<file path="src/fmi_pkg.sv">
// Purpose: Shared constants and types of the flow meter serial command target.
// Assumes: 50 MHz system clock, AHB-Lite register access, 7-bit serial addressing.
// Notes: Word checksums are CRC-8 over the two bytes of each word.
package fmi_pkg;

  // ==========================================================
  // Serial link
  localparam logic [6:0] DEV_ADDR = 7'h2E;
  localparam logic [15:0] CMD_START = 16'h3603;
  localparam logic [15:0] CMD_AVERAGE = 16'h366A;
  localparam logic [15:0] CMD_STOP = 16'h3FF0;
  localparam logic [15:0] CMD_SOFT_RESET = 16'h0006;
  localparam logic [2:0] RX_CMD_ONLY = 3'h2;
  localparam logic [2:0] RX_WITH_ARG = 3'h5;
  localparam logic [7:0] CRC_POLY = 8'h31;
  localparam logic [7:0] CRC_INIT = 8'hFF;
  localparam logic [7:0] IDLE_BYTE = 8'hFF;

  // ==========================================================
  // Filter and averaging
  localparam logic [15:0] FILT_1MS = 16'h8341;
  localparam logic [15:0] FILT_3MS = 16'hC711;
  localparam logic [15:0] FILT_5MS = 16'hDB29;
  localparam logic [15:0] FILT_10MS = 16'hEC6F;
  localparam logic [2:0] RESP_1MS = 3'h0;
  localparam logic [2:0] RESP_3MS = 3'h1;
  localparam logic [2:0] RESP_5MS = 3'h2;
  localparam logic [2:0] RESP_10MS = 3'h3;
  localparam logic [2:0] RESP_OTHER = 3'h7;
  localparam logic [8:0] AVG_MAX = 9'h080;
  localparam logic [8:0] AVG_DEFAULT = 9'h002;
  localparam logic [7:0] AUR_MAX_SAMPLES = 8'h80;
  localparam logic [3:0] MEAS_ID_AIR = 4'h0;

  // ==========================================================
  // Status word field positions
  localparam int ST_ID_LSB = 12;
  localparam int ST_SMOOTH_BIT = 11;
  localparam int ST_FIXED_BIT = 10;
  localparam int ST_ARG_BIT = 9;

  // ==========================================================
  // Register map (byte addresses and status register bit positions)
  localparam logic [7:0] REG_SAMPLE = 8'h00;
  localparam logic [7:0] REG_STATUS = 8'h04;
  localparam logic [7:0] REG_CONFIG = 8'h08;
  localparam int RS_MEAS = 0;
  localparam int RS_READY = 1;
  localparam int RS_STOPPING = 2;
  localparam int RS_ARG = 3;
  localparam int RS_SMOOTH = 4;
  localparam int RS_RESP_LSB = 5;
  localparam int RS_FILT_LSB = 16;

  // ==========================================================
  // Timing
  localparam int CLK_HZ = 50_000_000;
  localparam int WARM_TIME_MS = 4;
  localparam real STOP_TIME_MS = 0.5;
  localparam int WARM_CYCLES = (WARM_TIME_MS * CLK_HZ + 999) / 1000;
  localparam int STOP_CYCLES = int'($floor(STOP_TIME_MS * CLK_HZ / 1000.0));

  typedef enum logic [2:0] {
    ST_IDLE = 3'b000,
    ST_ADDR = 3'b001,
    ST_RX = 3'b010,
    ST_ACKW = 3'b011,
    ST_ACK = 3'b100,
    ST_TX = 3'b101,
    ST_MACK = 3'b110
  } fmi_st_t;

endpackage : fmi_pkg

</file>
<file path="src/fmi_crc8.sv">
// Purpose: CRC-8 of one 16-bit word, high byte first.
// Assumes: Purely combinational, used for both receive check and transmit.
// Notes: Polynomial and seed come from the package.
`timescale 1ns/1ps
module fmi_crc8
  import fmi_pkg::*;
(
  input wire logic [15:0] word_in, // Word to protect
  output logic [7:0] crc_out // Checksum of the word
);

  logic [7:0] crc;
  logic fb;

  always_comb
  begin
    crc = CRC_INIT;
    fb = 1'b0;
    for (int i = 15; i >= 0; i--)
    begin
      fb = crc[7] ^ word_in[i];
      crc = {crc[6:0], 1'b0};
      if (fb)
      begin
        crc = crc ^ CRC_POLY;
      end
    end
    crc_out = crc;
  end

endmodule : fmi_crc8

</file>
<file path="src/fmi_top.sv">
// Purpose: Serial command target of a gas flow meter with AHB-Lite sample port.
// Assumes: SCL and SDA arrive asynchronously; software feeds samples over AHB.
// Notes: Zero-wait-state slave; commands execute at the closing STOP or a repeated START.
//
// Decided for this implementation: register access over AHB-Lite and the register addresses.
`timescale 1ns/1ps
module fmi_top
  import fmi_pkg::*;
#(
  parameter int WARM_CYC = WARM_CYCLES,
  parameter int STOP_CYC = STOP_CYCLES
)
(
  input wire logic CLK_IN, // 50 MHz clock
  input wire logic SYS_RST_IN, // Sync reset, active high
  input wire logic HSEL_IN, // AHB slave select
  input wire logic [31:0] HADDR_IN, // AHB address
  input wire logic [1:0] HTRANS_IN, // AHB transfer type
  input wire logic HWRITE_IN, // AHB write
  input wire logic [2:0] HSIZE_IN, // AHB size, word only
  input wire logic [31:0] HWDATA_IN, // AHB write data
  input wire logic HREADY_IN, // AHB bus ready
  output logic HREADYOUT_OUT, // AHB slave ready
  output logic HRESP_OUT, // AHB response, always OKAY
  output logic [31:0] HRDATA_OUT, // AHB read data
  input wire logic SCL_IN, // Serial clock pin
  input wire logic SDA_IN, // Serial data pin level
  output logic SDA_OUT, // Serial data drive value
  output logic SDA_OE_OUT, // Serial data drive enable
  output logic HEATER_OUT // Heater on while measuring
);

  localparam int TMR_MAX = (WARM_CYC > STOP_CYC) ? WARM_CYC : STOP_CYC;
  localparam int TMR_W = $clog2(TMR_MAX + 1);

  typedef struct packed {
    logic [2:0] scl_sy;
    logic [2:0] sda_sy;
    fmi_st_t st;
    logic [3:0] bit_cnt;
    logic [7:0] sh;
    logic rw;
    logic sel;
    logic ack;
    logic sda_oe;
    logic [2:0] rx_cnt;
    logic [15:0] cmd;
    logic [15:0] arg;
    logic [7:0] arg_crc;
    logic [1:0] word_idx;
    logic [1:0] byte_pos;
    logic [15:0] flow;
    logic [15:0] temp;
    logic [15:0] tx_flow;
    logic [15:0] tx_temp;
    logic [15:0] tx_stat;
    logic meas;
    logic ready;
    logic stopping;
    logic arg_rcv;
    logic [15:0] filt;
    logic [8:0] avg;
    logic [7:0] smooth_cnt;
    logic [TMR_W-1:0] tmr;
    logic ahb_wr;
    logic [7:0] ahb_addr;
    logic [31:0] hrdata;
  } fmi_state_t;

  fmi_state_t q;
  fmi_state_t next_q;

  logic scl_s;
  logic scl_d;
  logic sda_s;
  logic sda_d;
  logic scl_rise;
  logic scl_fall;
  logic start_cond;
  logic stop_cond;
  logic cmd_end;
  logic has_arg;
  logic arg_ok;
  logic [7:0] new_byte;
  logic [15:0] tx_word;
  logic [7:0] tx_byte;
  logic [7:0] tx_crc;
  logic [7:0] arg_crc_calc;
  logic [15:0] status_word;
  logic smooth;
  logic [2:0] resp_code;
  logic [31:0] rd_data;

  // ==========================================================
  // Pin conditioning and bus events
  // Stage 0 feeds only stage 1; edges compare stages 1 and 2
  assign scl_s = q.scl_sy[1];
  assign scl_d = q.scl_sy[2];
  assign sda_s = q.sda_sy[1];
  assign sda_d = q.sda_sy[2];
  assign scl_rise = scl_s & ~scl_d;
  assign scl_fall = ~scl_s & scl_d;
  assign start_cond = scl_s & scl_d & sda_d & ~sda_s;
  assign stop_cond = scl_s & scl_d & ~sda_d & sda_s;
  assign new_byte = {q.sh[6:0], sda_s};
  assign cmd_end = (start_cond | stop_cond) & q.sel & ~q.rw;
  assign has_arg = (q.rx_cnt == RX_WITH_ARG);
  assign arg_ok = (q.rx_cnt == RX_CMD_ONLY) | (has_arg & (arg_crc_calc == q.arg_crc));

  // ==========================================================
  // Result words
  assign smooth = (q.avg == 9'h000) & (q.smooth_cnt == AUR_MAX_SAMPLES);
  always_comb
  begin
    status_word = 16'h0000;
    status_word[ST_ID_LSB +: 4] = MEAS_ID_AIR;
    status_word[ST_SMOOTH_BIT] = smooth;
    status_word[ST_FIXED_BIT] = (q.avg != 9'h000);
    status_word[ST_ARG_BIT] = q.arg_rcv;
    status_word[8:0] = q.avg;
  end

  always_comb
  begin
    unique case (q.filt)
      FILT_1MS: resp_code = RESP_1MS;
      FILT_3MS: resp_code = RESP_3MS;
      FILT_5MS: resp_code = RESP_5MS;
      FILT_10MS: resp_code = RESP_10MS;
      default: resp_code = RESP_OTHER;
    endcase
  end

  // Word order flow, temperature, status; each hi, lo, checksum
  always_comb
  begin
    unique case (q.word_idx)
      2'd0: tx_word = q.tx_flow;
      2'd1: tx_word = q.tx_temp;
      2'd2: tx_word = q.tx_stat;
      default: tx_word = 16'hFFFF;
    endcase
    unique case (q.byte_pos)
      2'd0: tx_byte = tx_word[15:8];
      2'd1: tx_byte = tx_word[7:0];
      default: tx_byte = tx_crc;
    endcase
    if (q.word_idx == 2'd3)
    begin
      tx_byte = IDLE_BYTE;
    end
  end

  fmi_crc8 u_tx_crc (
    .word_in(tx_word),
    .crc_out(tx_crc)
  );

  fmi_crc8 u_arg_crc (
    .word_in(q.arg),
    .crc_out(arg_crc_calc)
  );

  // ==========================================================
  // Register read mux
  always_comb
  begin
    rd_data = 32'h0000_0000;
    unique case (HADDR_IN[7:0])
      REG_SAMPLE: rd_data = {q.temp, q.flow};
      REG_STATUS:
      begin
        rd_data[RS_MEAS] = q.meas;
        rd_data[RS_READY] = q.ready;
        rd_data[RS_STOPPING] = q.stopping;
        rd_data[RS_ARG] = q.arg_rcv;
        rd_data[RS_SMOOTH] = smooth;
        rd_data[RS_RESP_LSB +: 3] = resp_code;
        rd_data[RS_FILT_LSB +: 16] = q.filt;
      end
      REG_CONFIG: rd_data = {23'h00_0000, q.avg};
      default: rd_data = 32'h0000_0000;
    endcase
    if (HADDR_IN[31:8] != 24'h00_0000)
    begin
      rd_data = 32'h0000_0000;
    end
  end

  // ==========================================================
  // Next state
  always_comb
  begin
    next_q = q;
    next_q.scl_sy = {q.scl_sy[1:0], SCL_IN};
    next_q.sda_sy = {q.sda_sy[1:0], SDA_IN};
    next_q.ahb_wr = 1'b0;

    // Warm-up and power-down timer
    if (q.tmr != '0)
    begin
      next_q.tmr = q.tmr - 1'b1;
      if (q.tmr == TMR_W'(1))
      begin
        if (q.meas)
        begin
          next_q.ready = 1'b1;
        end
        next_q.stopping = 1'b0;
      end
    end

    // Command execution at STOP or repeated START
    if (cmd_end && arg_ok)
    begin
      if (q.cmd == CMD_SOFT_RESET)
      begin
        next_q.meas = 1'b0;
        next_q.ready = 1'b0;
        next_q.stopping = 1'b0;
        next_q.arg_rcv = 1'b0;
        next_q.filt = FILT_3MS;
        next_q.avg = AVG_DEFAULT;
        next_q.smooth_cnt = 8'h00;
        next_q.tmr = '0;
      end
      else if (q.meas)
      begin
        if (q.cmd == CMD_STOP)
        begin
          next_q.meas = 1'b0;
          next_q.ready = 1'b0;
          next_q.stopping = 1'b1;
          next_q.tmr = TMR_W'(STOP_CYC);
        end
      end
      else if (q.cmd == CMD_START)
      begin
        next_q.meas = 1'b1;
        next_q.ready = 1'b0;
        next_q.stopping = 1'b0;
        next_q.arg_rcv = has_arg;
        next_q.filt = has_arg ? q.arg : FILT_3MS;
        next_q.smooth_cnt = 8'h00;
        next_q.tmr = TMR_W'(WARM_CYC);
      end
      else if (q.cmd == CMD_AVERAGE && has_arg)
      begin
        next_q.avg = (q.arg > {7'h00, AVG_MAX}) ? AVG_MAX : q.arg[8:0];
      end
    end

    // Serial target
    if (start_cond)
    begin
      next_q.st = ST_ADDR;
      next_q.bit_cnt = 4'h0;
      next_q.sda_oe = 1'b0;
      next_q.sel = 1'b0;
    end
    else if (stop_cond)
    begin
      next_q.st = ST_IDLE;
      next_q.sda_oe = 1'b0;
      next_q.sel = 1'b0;
    end
    else
    begin
      unique case (q.st)
        ST_IDLE:
        begin
          next_q.sda_oe = 1'b0;
        end
        ST_ADDR:
        begin
          if (scl_rise)
          begin
            next_q.sh = new_byte;
            next_q.bit_cnt = q.bit_cnt + 1'b1;
            if (q.bit_cnt == 4'd7)
            begin
              next_q.rw = new_byte[0];
              next_q.rx_cnt = 3'h0;
              next_q.word_idx = 2'd0;
              next_q.byte_pos = 2'd0;
              if (new_byte[7:1] != DEV_ADDR)
              begin
                next_q.st = ST_IDLE;
              end
              else if (new_byte[0] && !q.ready)
              begin
                next_q.st = ST_IDLE;
              end
              else if (!new_byte[0] && q.stopping)
              begin
                next_q.st = ST_IDLE;
              end
              else
              begin
                next_q.st = ST_ACKW;
                next_q.ack = 1'b1;
                next_q.sel = 1'b1;
                if (new_byte[0])
                begin
                  next_q.tx_flow = q.flow;
                  next_q.tx_temp = q.temp;
                  next_q.tx_stat = status_word;
                  next_q.ready = 1'b0;
                  next_q.smooth_cnt = 8'h00;
                end
              end
            end
          end
        end
        ST_RX:
        begin
          if (scl_rise)
          begin
            next_q.sh = new_byte;
            next_q.bit_cnt = q.bit_cnt + 1'b1;
            if (q.bit_cnt == 4'd7)
            begin
              next_q.st = ST_ACKW;
              next_q.ack = (q.rx_cnt < RX_WITH_ARG);
              unique case (q.rx_cnt)
                3'd0: next_q.cmd[15:8] = new_byte;
                3'd1: next_q.cmd[7:0] = new_byte;
                3'd2: next_q.arg[15:8] = new_byte;
                3'd3: next_q.arg[7:0] = new_byte;
                3'd4: next_q.arg_crc = new_byte;
                default: next_q.ack = 1'b0;
              endcase
              if (q.rx_cnt < RX_WITH_ARG)
              begin
                next_q.rx_cnt = q.rx_cnt + 1'b1;
              end
            end
          end
        end
        ST_ACKW:
        begin
          if (scl_fall)
          begin
            next_q.sda_oe = q.ack;
            next_q.st = q.ack ? ST_ACK : ST_IDLE;
          end
        end
        ST_ACK:
        begin
          if (scl_fall)
          begin
            next_q.bit_cnt = 4'h0;
            if (q.rw)
            begin
              next_q.st = ST_TX;
              next_q.sda_oe = ~tx_byte[7];
              next_q.sh = {tx_byte[6:0], 1'b0};
              next_q.bit_cnt = 4'h1;
            end
            else
            begin
              next_q.st = ST_RX;
              next_q.sda_oe = 1'b0;
            end
          end
        end
        ST_TX:
        begin
          if (scl_fall)
          begin
            if (q.bit_cnt == 4'd8)
            begin
              next_q.sda_oe = 1'b0;
              next_q.st = ST_MACK;
            end
            else if (q.bit_cnt == 4'd0)
            begin
              next_q.sda_oe = ~tx_byte[7];
              next_q.sh = {tx_byte[6:0], 1'b0};
              next_q.bit_cnt = 4'h1;
            end
            else
            begin
              next_q.sda_oe = ~q.sh[7];
              next_q.sh = {q.sh[6:0], 1'b0};
              next_q.bit_cnt = q.bit_cnt + 1'b1;
            end
          end
        end
        ST_MACK:
        begin
          if (scl_rise)
          begin
            if (sda_s)
            begin
              next_q.st = ST_IDLE;
            end
            else
            begin
              next_q.st = ST_TX;
              next_q.bit_cnt = 4'h0;
              if (q.byte_pos == 2'd2)
              begin
                next_q.byte_pos = 2'd0;
                if (q.word_idx != 2'd3)
                begin
                  next_q.word_idx = q.word_idx + 1'b1;
                end
              end
              else
              begin
                next_q.byte_pos = q.byte_pos + 1'b1;
              end
            end
          end
        end
        default:
        begin
          next_q.st = ST_IDLE;
          next_q.sda_oe = 1'b0;
        end
      endcase
    end

    // Sample write from software; placed after the serial target so a fresh sample
    // wins over the ready clear of a simultaneous readout
    if (q.ahb_wr && q.ahb_addr == REG_SAMPLE)
    begin
      next_q.flow = HWDATA_IN[15:0];
      next_q.temp = HWDATA_IN[31:16];
      if (next_q.meas && q.tmr == '0)
      begin
        next_q.ready = 1'b1;
        if (q.avg == 9'h000 && next_q.smooth_cnt != AUR_MAX_SAMPLES)
        begin
          next_q.smooth_cnt = next_q.smooth_cnt + 1'b1;
        end
      end
    end

    // Address phase; read data is captured here for the data phase
    if (HSEL_IN && HTRANS_IN[1] && HREADY_IN)
    begin
      next_q.ahb_wr = HWRITE_IN;
      next_q.ahb_addr = (HADDR_IN[31:8] == 24'h00_0000) ? HADDR_IN[7:0] : 8'hFF;
      if (!HWRITE_IN)
      begin
        next_q.hrdata = rd_data;
      end
    end
  end

  always_ff @(posedge CLK_IN)
  begin
    if (SYS_RST_IN)
    begin
      q <= '0;
      q.scl_sy <= 3'b111;
      q.sda_sy <= 3'b111;
      q.filt <= FILT_3MS;
      q.avg <= AVG_DEFAULT;
    end
    else
    begin
      q <= next_q;
    end
  end

  // ==========================================================
  // Outputs
  assign HREADYOUT_OUT = 1'b1;
  assign HRESP_OUT = 1'b0;
  assign HRDATA_OUT = q.hrdata;
  assign SDA_OUT = 1'b0;
  assign SDA_OE_OUT = q.sda_oe;
  assign HEATER_OUT = q.meas;

endmodule : fmi_top

</file>
<file path="config.mk">
export PLATFORM = sky130hd
export DESIGN_NAME = fmi_top
export DESIGN_NICKNAME = d
export VERILOG_FILES = /design/src/fmi_pkg.sv /design/src/fmi_crc8.sv /design/src/fmi_top.sv
export SDC_FILE = /design/constraint.sdc
export NUM_CORES = 1
export LEC_CHECK = 0
export ABC_AREA = 1
export ABC_CLOCK_PERIOD_IN_PS = 3230
export BUFFER_PORTS_ARGS = -buffer_cell sky130_fd_sc_hd__buf_2
export CAP_MARGIN = 0
export CORE_MARGIN = 1
export CORE_UTILIZATION = 29
export CTS_BUF_LIST = sky130_fd_sc_hd__clkbuf_8
export DETAILED_ROUTE_END_ITERATION = 10
export GPL_ROUTABILITY_DRIVEN = 0
export GPL_TIMING_DRIVEN = 0
export HOLD_SLACK_MARGIN = 0.03
export PLACE_DENSITY = 0.43
export SKIP_LAST_GASP = 1
export SLEW_MARGIN = 10
export SYNTH_ARGS = -nofsm -noshare
export SYNTH_HDL_FRONTEND = slang
export SYNTH_HIERARCHICAL = 1
export SYNTH_SLANG_ARGS = --single-unit
</file>
<file path="constraint.sdc">
create_clock -name CLK_IN -period 3.23 [get_ports CLK_IN]
set_input_delay 0.969 -clock CLK_IN [delete_from_list [all_inputs] [get_ports CLK_IN]]
set_output_delay 0.969 -clock CLK_IN [all_outputs]
set_load 0.05 [all_outputs]
</file>
# Yosys cells after proc, flatten, opt, wreduce, memory -nomap -nowiden
# Index checks and enable logic that the tools add are counted.
op_classes:
  order_cmp: 2
  reduce_logical: 55
  addsub: 6
  n_eq_ne: 64
  bitwise: 89
  n_mux: 141
op_table:
  columns: ["cell", "count"]
  rows:
  - ["two-way mux 6 bit", 32]
  - ["two-way mux 8 bit", 19]
  - ["two-way mux 55 bit", 2]
  - ["NOT 3 bit", 30]
  - ["two-way mux 43 bit", 2]
  - ["two-way mux 18 bit", 4]
  - ["equality test 16 bit, second input constant", 4]
  - ["equality test 16 x 14 -> 1 bit, second input constant", 3]
  - ["one-hot mux 16 bit (3 select lines)", 1]
  - ["two-way mux 15 bit", 3]
  - ["inequality test 2 bit, second input constant", 20]
  - ["two-way mux 3 bit", 13]
  - ["two-way mux 9 bit", 4]
  - ["inequality test 4 bit, second input constant", 9]
  - ["AND reduction 6 bit", 6]
  - ["AND reduction 9 bit", 4]
  - ["two-way mux 34 bit", 1]
  - ["two-way mux 32 bit", 1]
  - ["one-hot mux 16 bit (2 select lines)", 1]
  - ["one-hot mux 8 bit (2 select lines)", 2]
  - ["one-hot mux 8 bit (4 select lines)", 1]
  - ["AND reduction 10 bit", 3]
  - ["two-way mux 26 bit", 1]
  - ["bitwise XOR 1 bit", 26]
  - ["69 further kinds", 165]
totals:
  output_inout_bits: 37
  reg_bits: 244

# Depth between registers and ports, before layout
depth:
  depth_word: 50
  ltp_mapped: 35
  mapped_depth_nobuf: 35

# Hierarchy
# Netlist, hierarchy kept.
modules_own_cells:
  columns: ["mod", "cells_each", "n_inst", "area_per_inst_um2"]
  rows:
  - ["fmi_top", 1586, 1, 11483.5]
  - ["fmi_crc8", 146, 2, 740.7]

# Worst setup path after synthesis
# Ideal clock, no wire load.
synth_timing:
  path_type: "register to register"
  start: "register q[203] (netlist name)"
  end: "register q[65] (netlist name)"
  setup_time_ps: 113
  n_path_buf: 1
  period_less_slack_ps: 3014
  path_slack_ps: 216
  required_ps: 3117
  t_arrival_ps: 2901
  stages_incl_launch_ff: 32
  cell_sequence: "dfxtp_1 inv_2 nand2_4 nand2_4 xor2_2 inv_1 nand2_1 nand2_1 nand2_1 nand2_2 inv_2 nand2_1 nand2_1 nand2_1 nand2_1 inv_1 nand2_1 nand2_1 nand2_1 nor2_1 nand3_1 nand2_1 nand3_1 buf_2 nand3_1 inv_1 ha_1 nand2_1 nor2_1 nand4_1 nor2_1 nor2_1"
synth_between:
  word_cells_on_any_way: 61
  cone_classes: "add/sub (1); eq/ne (2); mux (29); bitwise (26); reduce/logical (3)"
synth_rtl:
  columns: ["item", "line", "rtl"]
  rows:
  - ["from (decl)", "fmi_top.sv:70", "fmi_state_t q;"]
  - ["from (signal assigned)", "fmi_top.sv:465", "q <= next_q;"]
  - ["two-way mux 6 bit *", "fmi_crc8.sv:23", "if (fb)"]
  - ["bitwise XOR 1 bit / two-way mux 6 bit (equally long branches)", "fmi_crc8.sv:21, fmi_crc8.sv:23", null]
  - ["two-way mux 6 bit", "fmi_crc8.sv:23", null]
  - ["bitwise XOR 1 bit / two-way mux 6 bit (equally long branches)", "fmi_crc8.sv:21, fmi_crc8.sv:23", null]
  - ["two-way mux 6 bit / NOT 3 bit (equally long branches)", null, null]
  - ["two-way mux 6 bit", "fmi_crc8.sv:23", null]
  - ["two-way mux 6 bit / NOT 3 bit (equally long branches)", null, null]
  - ["two-way mux 6 bit", "fmi_crc8.sv:23", null]
  - ["[... 7 more ...]", null, null]
  - ["net arg_crc_calc[1]", "fmi_top.sv:88", "logic [7:0] arg_crc_calc;"]
  - ["equality test 8 bit *", "fmi_top.sv:108", "assign arg_ok = (q.rx_cnt == RX_CMD_ONLY) | (has_arg & (arg_crc_calc == q.arg_crc));"]
  - ["AND 1 bit *", "fmi_top.sv:108", null]
  - ["OR 1 bit *", "fmi_top.sv:108", null]
  - ["logical AND 1 bit *", "fmi_top.sv:214", "if (cmd_end && arg_ok)"]
  - ["two-way mux 55 bit *", "fmi_top.sv:214", null]
  - ["branches (longest 13 deep; another with adder 8 x 1 -> 8 bit)", null, null]
  - ["two-way mux 8 bit *", "fmi_top.sv:427", "if (q.ahb_wr && q.ahb_addr == REG_SAMPLE)"]
# Mark *: on every way through the listed nets, which the timed path passes.
# A chain may end at the register's enable or synchronous reset.

# Worst setup path in the final report
layout_timing:
  start: "register q[203] (netlist name)"
  end: "register q[62] (netlist name)"
# Same word-level chain as after synthesis.

==> flow_metrics.tcl <==
set metrics [dict create \
    postRouteAntennaNets 0 \
    arrival_ns 3.67 \
    fin_skew_ns 0.0541 \
    slew_viol_final 0 \
    hold_class "flip-flop to flip-flop" \
    row_count 77 \
    p_leak_uw 0.00672 \
    h-tree-depth 2 \
    worstHoldStart "next_q[243]$_SDFF_PP1_" \
    rsz0062_at_grt "yes" \
    die_y_um 213 \
    period_share_pct 97.0 \
    place_area_sq_um 14200 \
    grt_pass1_wl_mm 70.7 \
    syn-cell-area_sq_um 13000 \
    crit_fanout 5 \
    final_nets 2139 \
    max_freq_mhz 319 \
    hpwl_mm 35.7 \
    antenna_found_initial 0 \
    setup_viol 0 \
    ys_warn_count 6 \
    fill_cells 4851 \
    die_x_um 213 \
    netlist_instances 1878 \
    irDropWorstVdd_mv 0.256 \
    cts_tree "built" \
    crit_path_end_kind "flip-flop" \
    worst_pin_slew_ns 1.15 \
    yosysSeqAreaShare_pct 37.7 \
    r2r-end "q[62]$_SDFF_PP0_" \
    cts_sinks 244 \
    syn_avg_cell_area_sq_um 6.90 \
    syn2layout_area_growth_pct 22.5 \
    p_per_area_nw_per_um2 463 \
    rrSetupSlack_ns 0.1 \
    wl_per_cell_um 17.3 \
    drt-initial-drc-count 821 \
    r2r-start "q[203]$_SDFFE_PP0P_" \
    drv_cap 0 \
    dr.pass1.iters 6 \
    max_slew_margin_pct 22.7 \
    clkLatencyLatePin_ns 0.64 \
    root_buffer "clkbuf_8" \
    critPathMaxStageDelay_ns 0.37 \
    port_buffers 104 \
    cts.clk_slew.worst_paths_ns 0.07 \
    run_status "finished, final reports clean" \
    grt_usage_pct 20.3 \
    crit_top_cell "nand2_1" \
    start_util_pct 29.4 \
    hold_viol_final 0 \
    final_cell_count_no_fill 2668 \
    grt_max_degree 14 \
    remaining_drc_errors 0 \
    ys_types 54 \
    routed_wl_mm 46.1 \
    min_to "new_byte[0]$_SDFF_PP1_" \
    rr_worst_depth 31 \
    coreArea_sq_um 44100 \
    vias_per_cell 4.86 \
    num_vias 13000 \
    dp_cells 2575 \
    cp_slowest_cell "dfxtp_4" \
    ios 113 \
    layout-drive-gt1-share_pct 21.5 \
    holdPathStages 1 \
    dieArea_sq_um 45600 \
    synth_edf_count 0 \
    min_period_ns 3.13 \
    cts_made_buffers 45 \
    final_common_cell "nand2_1" \
    globalRoute.totalOverflow 0 \
    crit_required_ns 3.76 \
    grt_pass1_vias 12300 \
    cts_buffer_depth 3 \
    async_reset_ff_share_pct 0 \
    path_class "flip-flop to flip-flop" \
    ys_ff_latch 244 \
    final_cell_mix "310 x nand2_1, 234 x dfxtp_1, 230 x inv_1" \
    startpoint_type "flip-flop" \
    stdcell_area_sq_um 15900 \
    ys.flop_type "dfxtp_1" \
]
[per-layer routing]
layer / vias to the layer above / part of all wire (%) / track usage, %
li1: 6565 / - / -
met1: 6048 / 46 / 26.5
met2: 293 / 48 / 34.3
met3: 73 / 4.3 / 3.06
met4: 0 / 2.6 / 6.45
met5: - / 0 / 0
[area by class of cell]
| cell class | count | area, sq um | area share [%] |
|---|---|---|---|
| Clock inverter | 23 | 201 | 1.27 |
| Tap cell | 592 | 741 | 4.67 |
| Clock buffer | 51 | 702 | 4.42 |
| Multi-Input combinational cell | 1281 | 7110 | 44.8 |
| Sequential cell | 244 | 4910 | 30.9 |
| Buffer | 99 | 556 | 3.50 |
| Timing Repair Buffer | 125 | 686 | 4.32 |
| Antenna cell | 1 | 2.50 | 0.0158 |
| Inverter | 252 | 967 | 6.09 |
[worst max path at each step]
| stage | from | endpoint | slack [ns] | depth (start not counted) |
|---|---|---|---|---|
| finish | q[203]$_SDFFE_PP0P_ | q[62]$_SDFF_PP0_ | 0.1 | 31 |
| global route | q[203]$_SDFFE_PP0P_ | q[60]$_SDFF_PP0_ | -0.18 | 31 |
| CTS | q[198]$_SDFFE_PP0P_ | q[65]$_SDFF_PP0_ | 0.0008 | 34 |
| detailed placement | q[203]$_SDFFE_PP0P_ | q[65]$_SDFF_PP0_ | -0.61 | 31 |
| global placement | q[203]$_SDFFE_PP0P_ | q[65]$_SDFF_PP0_ | -0.56 | 31 |
| floorplan | q[203]$_SDFFE_PP0P_ | q[65]$_SDFF_PP0_ | 0.22 | 31 |
[critical path: cells and delay by family (launching register included)]
| kind | cells | cell delay [ns] |
|---|---|---|
| XOR/XNOR | 1 | 0.21 |
| buffers and inverters | 8 | 0.63 |
| flip-flops | 1 | 0.37 |
| AND/OR/NAND/NOR | 22 | 1.78 |
[flip-flops by register name, indices dropped and copies added, names as in the netlist]
signal      flops
HRDATA_OUT     32
next_q          3
new_byte        8
SDA_OE_OUT      1
q             199
HEATER_OUT      1
[repair_timing]
action                     CTS  global route
setup endpoints to repair   57            53
pin swaps                    7            43
resized for setup           42           124
setup buffers                6            15
hold buffers                 0             0
cloned                       0             0
[cell families after synthesis]
logic type	synth area share, %
buf+inv	11.4
other cells	0.0579
compound gates	20.0
xor+xnor	1.94
flops	37.7
fa+ha+maj	1.45
simple gates	27.5
[synthesized netlist by cell type (17+ instances only)]
| cell | number | area [sq um] |
|---|---|---|
| nand2_1 | 340 | 1280 |
| o21ai_0 | 162 | 811 |
| nand4_1 | 32 | 200 |
| nor2_1 | 132 | 495 |
| inv_1 | 228 | 856 |
| inv_2 | 20 | 75.1 |
| nand3_1 | 119 | 596 |
| nor3_1 | 22 | 110 |
| dfxtp_1 | 244 | 4880 |
| o22ai_1 | 17 | 106 |
| buf_4 | 37 | 278 |
| a21oi_1 | 220 | 1100 |
| clkbuf_1 | 56 | 210 |
| nand2_2 | 48 | 300 |
| xor2_1 | 18 | 158 |
| nor4_1 | 21 | 131 |
| a211oi_1 | 20 | 150 |
[stage by stage]
stage | hold WS [ns] | setup WS (ns) | util (%) | total power (uW) | setup TNS, ns
finish | 0.412 | 0.0966 | 36.0 | 7350 | 0
global route | 0.445 | -0.180 | 36.0 | 7740 | -1.50
CTS | 0.419 | 0.000804 | 34.7 | 7440 | 0
detailed placement | 0.404 | -0.608 | 32.2 | 4330 | -21.98
global placement | 0.398 | -0.564 | 32.2 | 4320 | -19.71
floorplan | 0.389 | 0.216 | - | 4040 | 0
[power by group]
group / switching [uW] / internal [uW]
clock: 1390 / 1690
sequential: 108 / 3120
combinational: 649 / 390
Power figures use the tool's default switching activity.
